File: config.mk
export PLATFORM = sky130hd
export DESIGN_NAME = hprw_host_power_reset_watchdog
export DESIGN_NICKNAME = d
export VERILOG_FILES = /design/src/include/hprw_pkg.sv /design/src/hw/hprw_host_power_reset_watchdog.sv
export VERILOG_INCLUDE_DIRS = /design/src /design/src/include
export SDC_FILE = /design/constraint.sdc
export NUM_CORES = 1
export LEC_CHECK = 0
export BUFFER_PORTS_ARGS = -buffer_cell sky130_fd_sc_hd__clkbuf_2
export CAP_MARGIN = 20
export CORE_MARGIN = 5
export CORE_UTILIZATION = 40
export DETAILED_ROUTE_END_ITERATION = 10
export GPL_TIMING_DRIVEN = 0
export MAX_ROUTING_LAYER = met4
export RECOVER_POWER = 25
export SLEW_MARGIN = 20
export SYNTH_ARGS = -nofsm -noshare
export SYNTH_HDL_FRONTEND = slang
export SYNTH_SLANG_ARGS = --single-unit
File: constraint.sdc
create_clock -name clock -period 2.5 [get_ports clock]
set_input_delay 0.125 -clock clock [delete_from_list [all_inputs] [get_ports clock]]
set_output_delay 0.125 -clock clock [all_outputs]
set_load 0.02 [all_outputs]
File: src/include/hprw_regs.svh
// Register offsets, field positions, reset values and timing counts
`ifndef HPRW_REGS_SVH
`define HPRW_REGS_SVH
`define HPRW_CLK_HZ 250000000
`define HPRW_TICK_HZ 32
`define HPRW_TICK_DIV (`HPRW_CLK_HZ / `HPRW_TICK_HZ)
`define HPRW_HOLD_LONG_S 4
`define HPRW_HOLD_LONG_TICKS (`HPRW_HOLD_LONG_S * `HPRW_TICK_HZ)
`define HPRW_HOLD_SHORT_TICKS (`HPRW_TICK_HZ / 4)
`define HPRW_RESET_PULSE_TICKS `HPRW_TICK_HZ
`define HPRW_EXTRA_S 5
`define HPRW_EXTRA_TICKS (`HPRW_EXTRA_S * `HPRW_TICK_HZ)
`define HPRW_REG_CFG 8'h00
`define HPRW_REG_WDOG 8'h04
`define HPRW_REG_STAT 8'h08
`define HPRW_REG_REPORT 8'h0c
`define HPRW_REG_DISP 8'h10
`define HPRW_REG_CTRL 8'h14
`define HPRW_BIT_AUTO 0
`define HPRW_BIT_RSTINV 1
`define HPRW_BIT_PWRINV 2
`define HPRW_BIT_WDACT 3
`define HPRW_BIT_BLANK 4
`define HPRW_BIT_KRESET 5
`define HPRW_BIT_KPWRON 6
`define HPRW_BIT_KPWROFF 7
`define HPRW_CFG_RESET 32'h0001_0120
`define HPRW_PULSE_DEFAULT 8'h20
`define HPRW_SENSE_DEFAULT 8'h01
`endif

File: src/include/hprw_pkg.sv
// Types for the host power and reset supervisor
package hprw_pkg;
  typedef enum logic [4:0] {
    HPRW_IDLE = 5'b00001,
    HPRW_RSTP = 5'b00010,
    HPRW_PWRP = 5'b00100,
    HPRW_REBOOT = 5'b01000,
    HPRW_LOCK = 5'b10000
  } hprw_state_t;
endpackage : hprw_pkg

File: src/hw/hprw_host_power_reset_watchdog.sv
// Host power and reset supervisor with watchdog and AXI4-Lite registers
`timescale 1ns/1ps
`include "hprw_regs.svh"
module hprw_host_power_reset_watchdog import hprw_pkg::*; (
  input wire logic clock,
  input wire logic resetn,
  input wire logic [7:0] s_axi_awaddr,
  input wire logic s_axi_awvalid,
  output logic s_axi_awready,
  input wire logic [31:0] s_axi_wdata,
  input wire logic [3:0] s_axi_wstrb,
  input wire logic s_axi_wvalid,
  output logic s_axi_wready,
  output logic [1:0] s_axi_bresp,
  output logic s_axi_bvalid,
  input wire logic s_axi_bready,
  input wire logic [7:0] s_axi_araddr,
  input wire logic s_axi_arvalid,
  output logic s_axi_arready,
  output logic [31:0] s_axi_rdata,
  output logic [1:0] s_axi_rresp,
  output logic s_axi_rvalid,
  input wire logic s_axi_rready,
  input wire logic confirmKey,
  input wire logic cancelKey,
  input wire logic supplyHeaderSense,
  input wire logic gpioSense,
  input wire logic resetLineIn,
  input wire logic powerLineIn,
  output logic resetLineOut,
  output logic resetLineOe,
  output logic powerLineOut,
  output logic powerLineOe,
  output logic displayBlank,
  output logic backlightOff,
  output logic showResetMsg,
  output logic showPowerMsg,
  output logic deviceReboot
);
  localparam int TICK_DIV = `HPRW_TICK_DIV;

  // Synchronisers for pins
  logic [6:0] pinMeta_q;
  logic [6:0] pinSync_q;
  always_ff @(posedge clock) begin
    if (!resetn) begin
      pinMeta_q <= 7'h00;
      pinSync_q <= 7'h00;
    end else begin
      pinMeta_q <= {powerLineIn, resetLineIn, gpioSense, supplyHeaderSense, cancelKey,
                    confirmKey, 1'b0};
      pinSync_q <= pinMeta_q;
    end
  end

  // 32 Hz sample tick
  logic [22:0] divCnt_q;
  logic tick;
  assign tick = (divCnt_q == 23'(TICK_DIV - 1));
  always_ff @(posedge clock) begin
    if (!resetn) begin
      divCnt_q <= 23'h000000;
    end else if (tick) begin
      divCnt_q <= 23'h000000;
    end else begin
      divCnt_q <= divCnt_q + 23'h000001;
    end
  end

  // Registers
  logic [7:0] funcMask_q;
  logic [7:0] pulseLen_q;
  logic [7:0] senseSel_q;
  logic [7:0] wdTimeout_q;
  logic [31:0] reportMask_q;
  logic [31:0] dispCfg_q;
  logic [15:0] keyMask_q;
  logic wdLoad;
  logic [7:0] wdValue;
  logic cmdLock;
  hprw_state_t state_q;
  assign cmdLock = (state_q == HPRW_LOCK) || (state_q == HPRW_REBOOT);

  // Sampled pins at 32 Hz
  logic confirmDb_q;
  logic cancelDb_q;
  logic senseRaw_q;
  logic senseDb_q;
  logic senseDbPrev_q;
  logic rstPolHigh_q;
  logic pwrPolHigh_q;
  always_ff @(posedge clock) begin
    if (!resetn) begin
      confirmDb_q <= 1'b0;
      cancelDb_q <= 1'b0;
      senseRaw_q <= 1'b0;
      senseDb_q <= 1'b0;
      senseDbPrev_q <= 1'b0;
    end else if (tick) begin
      confirmDb_q <= pinSync_q[1];
      cancelDb_q <= pinSync_q[2];
      senseRaw_q <= (senseSel_q == 8'h00) ? pinSync_q[4] : pinSync_q[3];
      senseDb_q <= senseRaw_q;
      senseDbPrev_q <= senseDb_q;
    end
  end

  // Auto polarity: line resting high means active low pull
  always_ff @(posedge clock) begin
    if (!resetn) begin
      rstPolHigh_q <= 1'b0;
      pwrPolHigh_q <= 1'b0;
    end else if (tick && state_q == HPRW_IDLE) begin
      rstPolHigh_q <= !pinSync_q[5];
      pwrPolHigh_q <= !pinSync_q[6];
    end
  end

  // Key hold counters in ticks
  logic [7:0] confHold_q;
  logic [7:0] cancHold_q;
  logic confUsed_q;
  logic cancUsed_q;
  always_ff @(posedge clock) begin
    if (!resetn) begin
      confHold_q <= 8'h00;
      cancHold_q <= 8'h00;
    end else if (tick) begin
      confHold_q <= !confirmDb_q ? 8'h00 : (confHold_q == 8'hff ? 8'hff : confHold_q + 8'h01);
      cancHold_q <= !cancelDb_q ? 8'h00 : (cancHold_q == 8'hff ? 8'hff : cancHold_q + 8'h01);
    end
  end

  // Watchdog seconds counter
  logic [7:0] wdCount_q;
  logic [4:0] secDiv_q;
  logic wdExpire;
  assign wdExpire = tick && secDiv_q == 5'h1f && wdCount_q == 8'h01;
  always_ff @(posedge clock) begin
    if (!resetn) begin
      wdCount_q <= 8'h00;
      secDiv_q <= 5'h00;
    end else if (wdLoad) begin
      wdCount_q <= wdValue;
      secDiv_q <= 5'h00;
    end else if (tick && wdCount_q != 8'h00) begin
      secDiv_q <= secDiv_q + 5'h01;
      if (secDiv_q == 5'h1f) wdCount_q <= wdCount_q - 8'h01;
    end
  end
  // Pulse sequencer
  logic [8:0] pulseCnt_q;
  logic [7:0] extraCnt_q;
  logic pwrOff_q;
  logic goReset;
  logic goPwrOn;
  logic goPwrOff;
  assign goReset = (funcMask_q[`HPRW_BIT_KRESET] && senseDb_q && !confUsed_q &&
                    confHold_q == 8'(`HPRW_HOLD_LONG_TICKS)) || wdExpire;
  assign goPwrOn = funcMask_q[`HPRW_BIT_KPWRON] && !senseDb_q && !confUsed_q &&
                   confHold_q == 8'(`HPRW_HOLD_SHORT_TICKS);
  assign goPwrOff = funcMask_q[`HPRW_BIT_KPWROFF] && senseDb_q && !cancUsed_q &&
                    cancHold_q == 8'(`HPRW_HOLD_LONG_TICKS);
  always_ff @(posedge clock) begin
    if (!resetn) begin
      state_q <= HPRW_IDLE;
      pulseCnt_q <= 9'h000;
      extraCnt_q <= 8'h00;
      pwrOff_q <= 1'b0;
      confUsed_q <= 1'b0;
      cancUsed_q <= 1'b0;
    end else begin
      if (tick && !confirmDb_q) confUsed_q <= 1'b0;
      if (tick && !cancelDb_q) cancUsed_q <= 1'b0;
      case (state_q)
        HPRW_IDLE: begin
          if (tick && goReset) begin
            state_q <= HPRW_RSTP;
            pulseCnt_q <= 9'(`HPRW_RESET_PULSE_TICKS);
            confUsed_q <= 1'b1;
          end else if (tick && goPwrOn) begin
            state_q <= HPRW_PWRP;
            pulseCnt_q <= {1'b0, pulseLen_q};
            pwrOff_q <= 1'b0;
            confUsed_q <= 1'b1;
          end else if (tick && goPwrOff) begin
            state_q <= HPRW_PWRP;
            pulseCnt_q <= {1'b0, pulseLen_q};
            extraCnt_q <= 8'(`HPRW_EXTRA_TICKS);
            pwrOff_q <= 1'b1;
            cancUsed_q <= 1'b1;
          end else if (tick && senseDb_q && !senseDbPrev_q) state_q <= HPRW_REBOOT;
        end
        HPRW_RSTP: begin
          if (tick) begin
            pulseCnt_q <= pulseCnt_q - 9'h001;
            if (pulseCnt_q == 9'h001) state_q <= HPRW_LOCK;
          end
        end
        HPRW_PWRP: begin
          if (tick) begin
            if (pulseCnt_q > 9'h001) begin
              pulseCnt_q <= pulseCnt_q - 9'h001;
            end else if (pwrOff_q && cancelDb_q && extraCnt_q != 8'h00) begin
              extraCnt_q <= extraCnt_q - 8'h01;
            end else begin
              pulseCnt_q <= 9'h000;
              state_q <= pwrOff_q ? HPRW_IDLE : HPRW_REBOOT;
            end
          end
        end
        HPRW_LOCK: begin
          if (tick) state_q <= HPRW_REBOOT;
        end
        HPRW_REBOOT: begin
          state_q <= HPRW_IDLE;
        end
        default: begin
          state_q <= HPRW_IDLE;
        end
      endcase
    end
  end
  // Line drive
  logic rstActiveHigh;
  logic pwrActiveHigh;
  assign rstActiveHigh = funcMask_q[`HPRW_BIT_AUTO] ? rstPolHigh_q : funcMask_q[`HPRW_BIT_RSTINV];
  assign pwrActiveHigh = funcMask_q[`HPRW_BIT_AUTO] ? pwrPolHigh_q : funcMask_q[`HPRW_BIT_PWRINV];
  always_ff @(posedge clock) begin
    if (!resetn) begin
      resetLineOe <= 1'b0;
      resetLineOut <= 1'b0;
      powerLineOe <= 1'b0;
      powerLineOut <= 1'b0;
      showResetMsg <= 1'b0;
      showPowerMsg <= 1'b0;
      deviceReboot <= 1'b0;
      displayBlank <= 1'b0;
      backlightOff <= 1'b0;
    end else begin
      resetLineOe <= (state_q == HPRW_RSTP);
      resetLineOut <= rstActiveHigh;
      powerLineOe <= (state_q == HPRW_PWRP);
      powerLineOut <= pwrActiveHigh;
      showResetMsg <= (state_q == HPRW_RSTP);
      showPowerMsg <= (state_q == HPRW_PWRP);
      deviceReboot <= (state_q == HPRW_REBOOT);
      displayBlank <= funcMask_q[`HPRW_BIT_BLANK] && !senseDb_q;
      backlightOff <= funcMask_q[`HPRW_BIT_BLANK] && !senseDb_q;
    end
  end
  // AXI4-Lite write channel
  logic awHeld_q;
  logic wHeld_q;
  logic [7:0] awAddr_q;
  logic [31:0] wData_q;
  logic [3:0] wStrb_q;
  logic doWrite;
  assign s_axi_awready = !awHeld_q && !s_axi_bvalid;
  assign s_axi_wready = !wHeld_q && !s_axi_bvalid;
  assign doWrite = awHeld_q && wHeld_q && !s_axi_bvalid;
  always_ff @(posedge clock) begin
    if (!resetn) begin
      awHeld_q <= 1'b0;
      wHeld_q <= 1'b0;
      awAddr_q <= 8'h00;
      wData_q <= 32'h00000000;
      wStrb_q <= 4'h0;
      s_axi_bvalid <= 1'b0;
      s_axi_bresp <= 2'b00;
    end else begin
      if (s_axi_awvalid && s_axi_awready) begin
        awHeld_q <= 1'b1;
        awAddr_q <= s_axi_awaddr;
      end
      if (s_axi_wvalid && s_axi_wready) begin
        wHeld_q <= 1'b1;
        wData_q <= s_axi_wdata;
        wStrb_q <= s_axi_wstrb;
      end
      if (doWrite) begin
        awHeld_q <= 1'b0;
        wHeld_q <= 1'b0;
        s_axi_bvalid <= 1'b1;
        s_axi_bresp <= (awAddr_q[7:2] <= 6'h05 && awAddr_q != `HPRW_REG_STAT) ? 2'b00 : 2'b10;
      end else if (s_axi_bready) begin
        s_axi_bvalid <= 1'b0;
      end
    end
  end
  // Register writes; byte lanes map to the optional configuration bytes
  logic cfgWrite;
  assign cfgWrite = doWrite && awAddr_q == `HPRW_REG_CFG && !cmdLock;
  assign wdLoad = doWrite && awAddr_q == `HPRW_REG_WDOG && wStrb_q[0] && !cmdLock;
  assign wdValue = wData_q[7:0];
  always_ff @(posedge clock) begin
    if (!resetn) begin
      funcMask_q <= 8'(`HPRW_CFG_RESET);
      pulseLen_q <= `HPRW_PULSE_DEFAULT;
      senseSel_q <= `HPRW_SENSE_DEFAULT;
      wdTimeout_q <= 8'h00;
      reportMask_q <= 32'h00000000;
      dispCfg_q <= 32'h00000000;
      keyMask_q <= 16'h0000;
    end else begin
      if (cfgWrite && wStrb_q[0]) funcMask_q <= wData_q[7:0] & 8'hf7;
      if (cfgWrite && wStrb_q[1] && wData_q[15:8] != 8'h00) begin
        pulseLen_q <= wData_q[15:8];
      end
      if (cfgWrite && wStrb_q[2]) senseSel_q <= {7'h00, wData_q[16]};
      if (wdLoad) wdTimeout_q <= wdValue;
      if (doWrite && awAddr_q == `HPRW_REG_REPORT && !cmdLock) reportMask_q <= wData_q;
      if (doWrite && awAddr_q == `HPRW_REG_DISP && !cmdLock) dispCfg_q <= wData_q;
      if (doWrite && awAddr_q == `HPRW_REG_CTRL && !cmdLock) keyMask_q <= wData_q[15:0];
    end
  end
  // AXI4-Lite read channel
  logic [31:0] readMux;
  always_comb begin
    case (s_axi_araddr)
      `HPRW_REG_CFG: readMux = {8'h00, senseSel_q, pulseLen_q, funcMask_q};
      `HPRW_REG_WDOG: readMux = {24'h000000, wdTimeout_q};
      `HPRW_REG_STAT: readMux = {8'h00, senseSel_q, wdCount_q,
                                 funcMask_q | {4'h0, wdCount_q != 8'h00, 3'h0}};
      `HPRW_REG_REPORT: readMux = reportMask_q;
      `HPRW_REG_DISP: readMux = dispCfg_q;
      `HPRW_REG_CTRL: readMux = {16'h0000, keyMask_q};
      default: readMux = 32'h00000000;
    endcase
  end
  assign s_axi_arready = !s_axi_rvalid;
  always_ff @(posedge clock) begin
    if (!resetn) begin
      s_axi_rvalid <= 1'b0;
      s_axi_rdata <= 32'h00000000;
      s_axi_rresp <= 2'b00;
    end else if (s_axi_arvalid && s_axi_arready) begin
      s_axi_rvalid <= 1'b1;
      s_axi_rdata <= readMux;
      s_axi_rresp <= (s_axi_araddr[7:2] <= 6'h05 && s_axi_araddr[1:0] == 2'b00) ? 2'b00 : 2'b10;
    end else if (s_axi_rready) begin
      s_axi_rvalid <= 1'b0;
    end
  end
endmodule : hprw_host_power_reset_watchdog

* Word level (Yosys, flattened, before mapping)
Cells that the tools add are included.
Storage, ports and cells: register bits 291, input bits 65, output and inout port bits 50, word-level logic and storage cells 233
Operators by class: add/subtract/negate cells 7, magnitude comparators 3, equality and inequality tests 37, mux-type cells 55, bitwise gates (word level) 3, reduce and logical (&&, ||, !) cells 84
Operator list (number):
- $pmux W32 S6 | 1
- $mux W8 | 13
- $mux W9 | 7
- $mux W5 | 10
- $logic_and A1 B1 Y1 | 47
- $eq A8 B4 Y1 const B | 4
- $eq A8 B5 Y1 const B | 4
- $eq A8 B8 Y1 const B | 4
- $pmux W9 S3 | 1
- $logic_not A8 Y1 | 3
- $reduce_bool A8 Y1 | 3
- $add A23 B1 Y23 const B | 1
- $eq A23 B23 Y1 const B | 1
- $pmux W5 S4 | 1
- $mux W1 | 18
- $ne A2 B2 Y1 const B | 9
- $add A8 B1 Y8 const B | 2
- $eq A8 B3 Y1 const B | 2
- $pmux W8 S2 | 1
- $sub A8 B1 Y8 const B | 2
- $reduce_and A7 Y1 | 2
- $logic_not A1 Y1 | 13
- $le A6 B3 Y1 const B | 2
- $reduce_bool A2 Y1 | 6
- other kinds (26) | 32

* Logic depth before layout (Yosys ltp)
Gate-level depths: netlist of the first run.
depth after elaboration 8, gate-level depth with buffers 9, gate-level depth less buffers 8

* Worst setup path after synthesis of the first run
No wires, ideal clock.
path type register -> register, start point register divCnt_q[0], end point register divCnt_q[13], library setup time 0.128 ns, arrival 2.027 ns, slack 0.345 ns, stages on the path, launching flop included 10, period minus slack after synthesis 2.155 ns, cell sequence dfxtp_1 ha_1 nand2_1 nor4_1 nand2b_1 clkbuf_1 nand2_1 clkbuf_1 buf_1 nor2_1
On the way: cells in the longest elaborated chain, start to end 2
RTL lines:
- start, declared | line hprw_host_power_reset_watchdog.sv:57 | logic [22:0] divCnt_q;
- start signal, assigned | line hprw_host_power_reset_watchdog.sv:66 | divCnt_q <= divCnt_q + 23'h000001;
- branches (longest 2 deep; another with $add A23 B1 Y23)
Several ways; the timed one is not identified. A chain may end at the register's enable or synchronous reset.

* Final worst setup path of the first run
start point register state_q[0], end point register extraCnt_q[4]
On the way: cells in the longest elaborated chain, start to end 3
RTL lines:
- start, declared | line hprw_host_power_reset_watchdog.sv:81 | hprw_state_t state_q;
- start signal, assigned | line hprw_host_power_reset_watchdog.sv:208 | state_q <= pwrOff_q ? HPRW_IDLE : HPRW_REBOOT;
- $eq A5 B3 Y1 or $eq A5 B1 Y1 (tied branches) | line hprw_host_power_reset_watchdog.sv:175 | case (state_q)
- $ne A2 B2 Y1 (no source line), or another cell as far along
- $reduce_and A7 Y1 (no source line)
- end signal, assigned | line hprw_host_power_reset_watchdog.sv:189 | extraCnt_q <= 8'(`HPRW_EXTRA_TICKS);
- end signal, assigned | line hprw_host_power_reset_watchdog.sv:205 | extraCnt_q <= extraCnt_q - 8'h01;
- end, declared | line hprw_host_power_reset_watchdog.sv:153 | logic [7:0] extraCnt_q;
Parallel ways exist; a longest one is shown, timed or not.

==> results.yml, run 1 <==
outcome:
  status: "finished clean"
sta:
  worst_pin_slew_ps: 848
  fmax_ghz: 0.419
  min_period_ps: 2390
  min_period_over_period: 0.954
  hold_viol_final: 0
  drv_slew: 0
  setup_viol: 0
  max_slew_margin: 0.427
  clock_skew_ps: 29.8
floorplanning:
  io_pins: 115
  core_area_um2: 29800
  rows: 63
  die_h_um: 184
  start_util: 0.408
  dieArea_um2: 34000
  die_w_um: 184
power_and_ir_drop:
  pwr-share-clk: 0.487
  cellPowerDensity_nw_per_um2: 685
  p_seq_frac: 0.461
  p_leak_nw: 6.02
  p_comb_frac: 0.052
  vdd_drop_max_mv: 0.528
  power_mw: 10.3
  switching_share: 0.232
  p_switching_mw: 2.38
  p_int_mw: 7.89
yosys:
  async_flop_share: 0
  synth_top_family_by_area: "simple AND/OR/NAND/NOR gates"
  synth_compound_area_frac: 0.165
  yosys.area_share.adder: 0.0144
  synth-simple-area-share: 0.221
  synth_mux_area_frac: 0.0619
  ys_warn_count: 0
  ys_types: 74
  yosysTopAreaCell: "dfxtp_1"
  yosysSeqAreaShare: 0.473
  synthTopCellsByArea: "dfxtp_1 (47%), nand2_1 (7.6%), mux2i_1 (6.1%)"
  ys_ff_latch: 287
  syn_area_um2: 12200
  synth_edf_count: 0
  synth_area_per_cell_um2: 8.47
  netlist.area_leader.share: 0.473
  syn_inst: 1435
  synth_xor_area_frac: 0.0252
  synth_ff_type: "dfxtp_1"
route:
  viasPerCell: 5.26
  drtIter0Drc: 782
  vias: 10821
  first_pass_iters: 5
  ant_nets: 0
  drt-wirelength-per-cell_um: 17.0
  route.final.wire_length_um: 34900
  drc: 0
clock_tree:
  cts_tree: "built"
  clk_pin_slew_ps: 60
  clock_sinks: 287
  cts_root_buf: "clkbuf_16"
  htreeDepth: 2
  clk_latency_ps: 520
  cts_max_path_buffers: 3
  cts_buffers: 34
global_routing:
  antenna_found_initial: 1
  grt.total_usage: 0.209
  gr-total-overflow: 0
  grt_pass1_wl_um: 55900
  grt_pass1_vias: 10483
  grt_max_degree: 14
final_layout:
  nNetsFinal: 1723
  area_delta_synth_final_pct: 23.4
  instances_no_fill: 2058
  layout-drive-gt1-share: 0.106
  final_common_cell: "dfxtp_1"
  final_cell_mix: "dfxtp_1 (286), nand2_1 (245), nor2_1 (150)"
  nFillCells: 2878
placement:
  portBuffers: 109
  place_hpwl_um: 24800
  place_congestion: 0.859
  post-place-cells: 1935
setup_path:
  arrival_ps: 2840
  cp_num_buf_inv: 3
  cpPeakStageDelay_ps: 510
  crit_fanout: 10
  path_cells: "buf_4 > or4b_1 > or2_0 > clkbuf_1 > nand4bb_1 > a21o_1 > buf_6 > nor4_2 > o21a_1"
  endpoint_kind: "flop"
  worstPathRequired_ps: 2960
  critPathSlowestCell: "or4b_1"
  critPathTopFamily: "simple AND/OR/NAND/NOR gates"
  start_kind: "flop"
  worstSetupPathType: "reg -> reg"
min_path:
  hp-class: "in -> reg"
job:
  max-cap-violations: 0
-- registers in the layout (all words and copies together), names as in the netlist, 6 cells and up --
| name | count |
|---|---|
| awAddr_q | 8 |
| cancHold_q | 8 |
| confHold_q | 8 |
| dispCfg_q | 32 |
| divCnt_q | 23 |
| extraCnt_q | 8 |
| funcMask_q | 7 |
| keyMask_q | 16 |
| pinMeta_q | 6 |
| pinSync_q | 6 |
| pulseCnt_q | 9 |
| pulseLen_q | 8 |
| reportMask_q | 32 |
| s_axi_rdata | 32 |
| wData_q | 32 |
| wdCount_q | 8 |
| wdTimeout_q | 8 |
-- cell usage after synthesis, types with 7 or more instances --
library cell and instances:
clkbuf_1 69, buf_2 9, nand2b_1 8, and2_1 32, nand3_1 33, a22o_1 16, xnor2_1 17, nor2_1 151
and3_1 19, a2bb2oi_1 8, nor3_1 17, nand4_1 12, ha_1 14, inv_1 23, o21ai_0 68, a222oi_1 15
or3_1 8, a211oi_1 7, buf_1 8, a21oi_1 147, a22oi_1 16, nand2_1 246, xor2_1 18, mux2i_1 74
a21o_1 11, dfxtp_1 287, nor4_1 13
-- metal layers --
layer / global-route usage / share of wire / vias to the layer above
li1: - / - / 5405
met1: 0.283 / 0.47 / 5081
met2: 0.331 / 0.46 / 281
met3: 0.0278 / 0.049 / 54
met4: 0.0524 / 0.022 / 0
met5: - / 0 / -
-- what timing repair did --
action	4_1_cts	5_1_grt
cloned	0	0
buffers inserted	3	8
pin swaps	1	3
hold endpoints to repair	52	0
hold buffers	53	0
gates resized for setup	16	14
endpoints found under the setup margin	137	122
-- worst paths after layout --
path	start	end	slack, ps	depth (start not counted)
worst min-delay path	s_axi_awvalid	awHeld_q	90	3
worst min register to register	pinSync_q[6]	pwrPolHigh_q	410	1
worst max-delay path	state_q[0]	extraCnt_q[4]	110	9
worst max register to register	state_q[0]	extraCnt_q[4]	110	9
-- kinds of logic after synthesis --
group                      count (synthesis)
other                                      1
buffers and inverters                    117
muxes                                     75
DFF                                      287
and+or+nand+nor                          581
xor gates and xnor gates                  35
AOI/OAI and AO/OA                        325
adders and majority gates                 14
-- power by group through the flow --
stage               Sequential, mW  Clock (mW)  Combinational, mW
detailed placement            4.83           0              0.468
CTS                           4.73        5.09              0.541
finish                        4.74        5.00              0.536
floorplan                     4.80           0              0.279
global route                  4.74        5.30              0.592
global placement              4.83           0              0.463
-- final cells by class --
class / count / area, um^2 / area share
flip-flops and latches: 287 / 5750 / 0.383
diodes: 1 / 2.50 / 0.000167
clock inverters: 12 / 166 / 0.0111
inverters: 24 / 90.1 / 0.00601
repair buffers: 173 / 1100 / 0.0733
plain buffers: 92 / 399 / 0.0266
well taps: 390 / 488 / 0.0325
clock buffers: 47 / 971 / 0.0648
multi-input cells: 1032 / 6030 / 0.402
-- worst reg2reg max path, delay by kind of cell (launching register included) --
family,cells,cell delay (ps)
and+or+nand+nor,4,1190
buffers and inverters,3,490
AOI/OAI and AO/OA,2,370
DFF,1,310
-- stage by stage --
stage | util | worst slack (ps) | hold WS, ps | TNS, ps | cell area, um^2
finish | 0.503 | 115 | 93.0 | 0 | 15000
global route | 0.503 | -5.33 | 143 | -6.99 | 15000
CTS | 0.501 | -88.4 | 81.6 | -196 | 14900
detailed placement | 0.443 | -666 | 321 | -38950 | 13200
global placement | 0.443 | -603 | 312 | -31910 | 13200
floorplan | - | 345 | 224 | 0 | 12200
Power figures use the tool's default switching activity.
==> inputs of run 2 (changes only) <==
GPL_TIMING_DRIVEN = not set   (was 0)
==> run 2 against run 1 <==
Effect of this change: die area is the same; largest power group unchanged; worst hold slack gained 31 ps; clock skew shrank 11 ps; the run now ends with capacitance limit, slew limit left; first-iteration DRC count shrank 17%; largest cell class unchanged; final cell count shrank 2.2%; critical path depth is the same; critical path type unchanged.
==> results.yml, run 2 (synthesized netlist as in run 1, its figures left out) <==
final_layout:
  final_common_cell: "dfxtp_1"
  stdcell_area_um2: 15000
  diodes: 0
  area_delta_synth_final_pct: 23.1
  layout-drive-gt1-share: 0.113
  nNetsFinal: 1677
  final_cell_mix: "dfxtp_1 (287), nand2_1 (245), nor2_1 (151)"
  nFillCells: 2907
floorplanning:
  dieArea_um2: 34000
  rows: 63
  start_util: 0.408
  die_h_um: 184
  core_area_um2: 29800
  die_w_um: 184
  io_pins: 115
setup_path:
  cp_num_buf_inv: 2
  start_kind: "flop"
  crit_fanout: 14
  arrival_ps: 2790
  path_cells: "ha_2 > nand2_1 > nor4_2 > buf_4 > nor2b_2 > buf_6 > a21oi_1 > a22o_1 > a31o_2"
  worstPathRequired_ps: 2960
  worstSetupPathType: "reg -> reg"
  cpPeakStageDelay_ps: 380
  critPathTopFamily: "compound AO/OA/AOI/OAI gates"
  critPathSlowestCell: "dfxtp_1"
  endpoint_kind: "flop"
clock_tree:
  cts_root_buf: "clkbuf_16"
  cts_max_path_buffers: 3
  clock_sinks: 287
  clk_pin_slew_ps: 60
  cts_tree: "built"
  clk_latency_ps: 570
  cts_buffers: 31
  htreeDepth: 1
route:
  vias: 10572
  drt-wirelength-per-cell_um: 15.7
  ant_nets: 0
  drtIter0Drc: 649
  viasPerCell: 5.25
  first_pass_iters: 5
  drc: 0
  route.final.wire_length_um: 31600
sta:
  setup_viol: 0
  fin_ws_ps: 170
  grt_setup_unrepaired: "false"
  min_period_over_period: 0.932
  clock_skew_ps: 18.7
  max_slew_margin: -0.000864
  hold_viol_final: 0
  fmax_ghz: 0.429
  worst_pin_slew_ps: 1500
  drv_slew: 70
  setup_tns_ps: 0
  min_period_ps: 2330
job:
  max-cap-violations: 1
placement:
  place_hpwl_um: 20800
  portBuffers: 111
  pre_cts_ws_ps: 35.5
  postPlaceCellArea_um2: 13200
  place_congestion: 0.822
global_routing:
  gr-total-overflow: 0
  antenna_found_initial: 0
  grt_max_degree: 72
  grt_pass1_vias: 10238
  grt.total_usage: 0.188
  grt_pass1_wl_um: 52200
power_and_ir_drop:
  p_seq_frac: 0.467
  vdd_drop_max_mv: 0.549
  p_int_mw: 7.82
  p_switching_mw: 2.31
  pwr-share-clk: 0.482
  switching_share: 0.228
  p_leak_nw: 6.06
  cellPowerDensity_nw_per_um2: 677
  p_comb_frac: 0.051
outcome:
  violations: "capacitance limit, slew limit"
  status: "finished with violations"
min_path:
  hp-class: "in -> reg"
## run 2: worst register-to-register path: stages (launching register included)
cell and delay [ps]:
dfxtp_1 380, ha_2 230, nand2_1 70, nor4_2 310, buf_4 180, nor2b_2 170, buf_6 180, a21oi_1 220
a22o_1 250, a31o_2 230
## run 2: final timing paths
| check | slack [ps] | end | cells past startpoint | startpoint |
|---|---|---|---|---|
| setup / recovery | 170 | pulseCnt_q[7] | 9 | divCnt_q[0] |
| hold / removal | 120 | s_axi_rdata[3] | 4 | s_axi_arvalid |
| setup reg to reg | 170 | pulseCnt_q[7] | 9 | divCnt_q[0] |
| hold reg to reg | 420 | pwrPolHigh_q | 1 | pinSync_q[6] |
## run 2: stage by stage
step	util	hold WS, ps	power [mW]	std cells
2_1_floorplan	-	224	5.08	1436
3_3_place_gp	0.444	311	5.26	1888
3_5_place_dp	0.444	326	5.27	1888
4_1_cts	0.504	112	10.3	2012
5_1_grt	0.502	159	10.5	2013
6_report	0.502	124	10.1	2013
## run 2: timing repair
action,CTS,global route
endpoints found under the hold margin,59,0
hold buffers,66,0
resized for setup,0,8
setup endpoints to repair,0,54
setup buffers,0,1
## run 2: cell type report
class	count	area, um^2	area share
Clock buffer	45	908	0.0607
Clock inverter	13	205	0.0137
Inverter	24	95.1	0.00636
Multi-Input combinational cell	1032	5970	0.399
Sequential cell	287	5750	0.384
Tap cell	390	488	0.0326
Timing Repair Buffer	222	1550	0.104
## run 2: layer usage
metal | global-route usage | share of wire
met4 | 0.0337 | 0.016
met2 | 0.310 | 0.46
met5 | - | 0
met1 | 0.253 | 0.48
met3 | 0.0241 | 0.041
## run 2: power groups by stage
stage	Sequential, mW	Combinational [mW]	Clock [mW]
CTS	4.73	0.521	5.01
global placement	4.83	0.432	0
detailed placement	4.83	0.437	0
floorplan	4.80	0.279	0
global route	4.74	0.576	5.19
finish	4.73	0.515	4.88
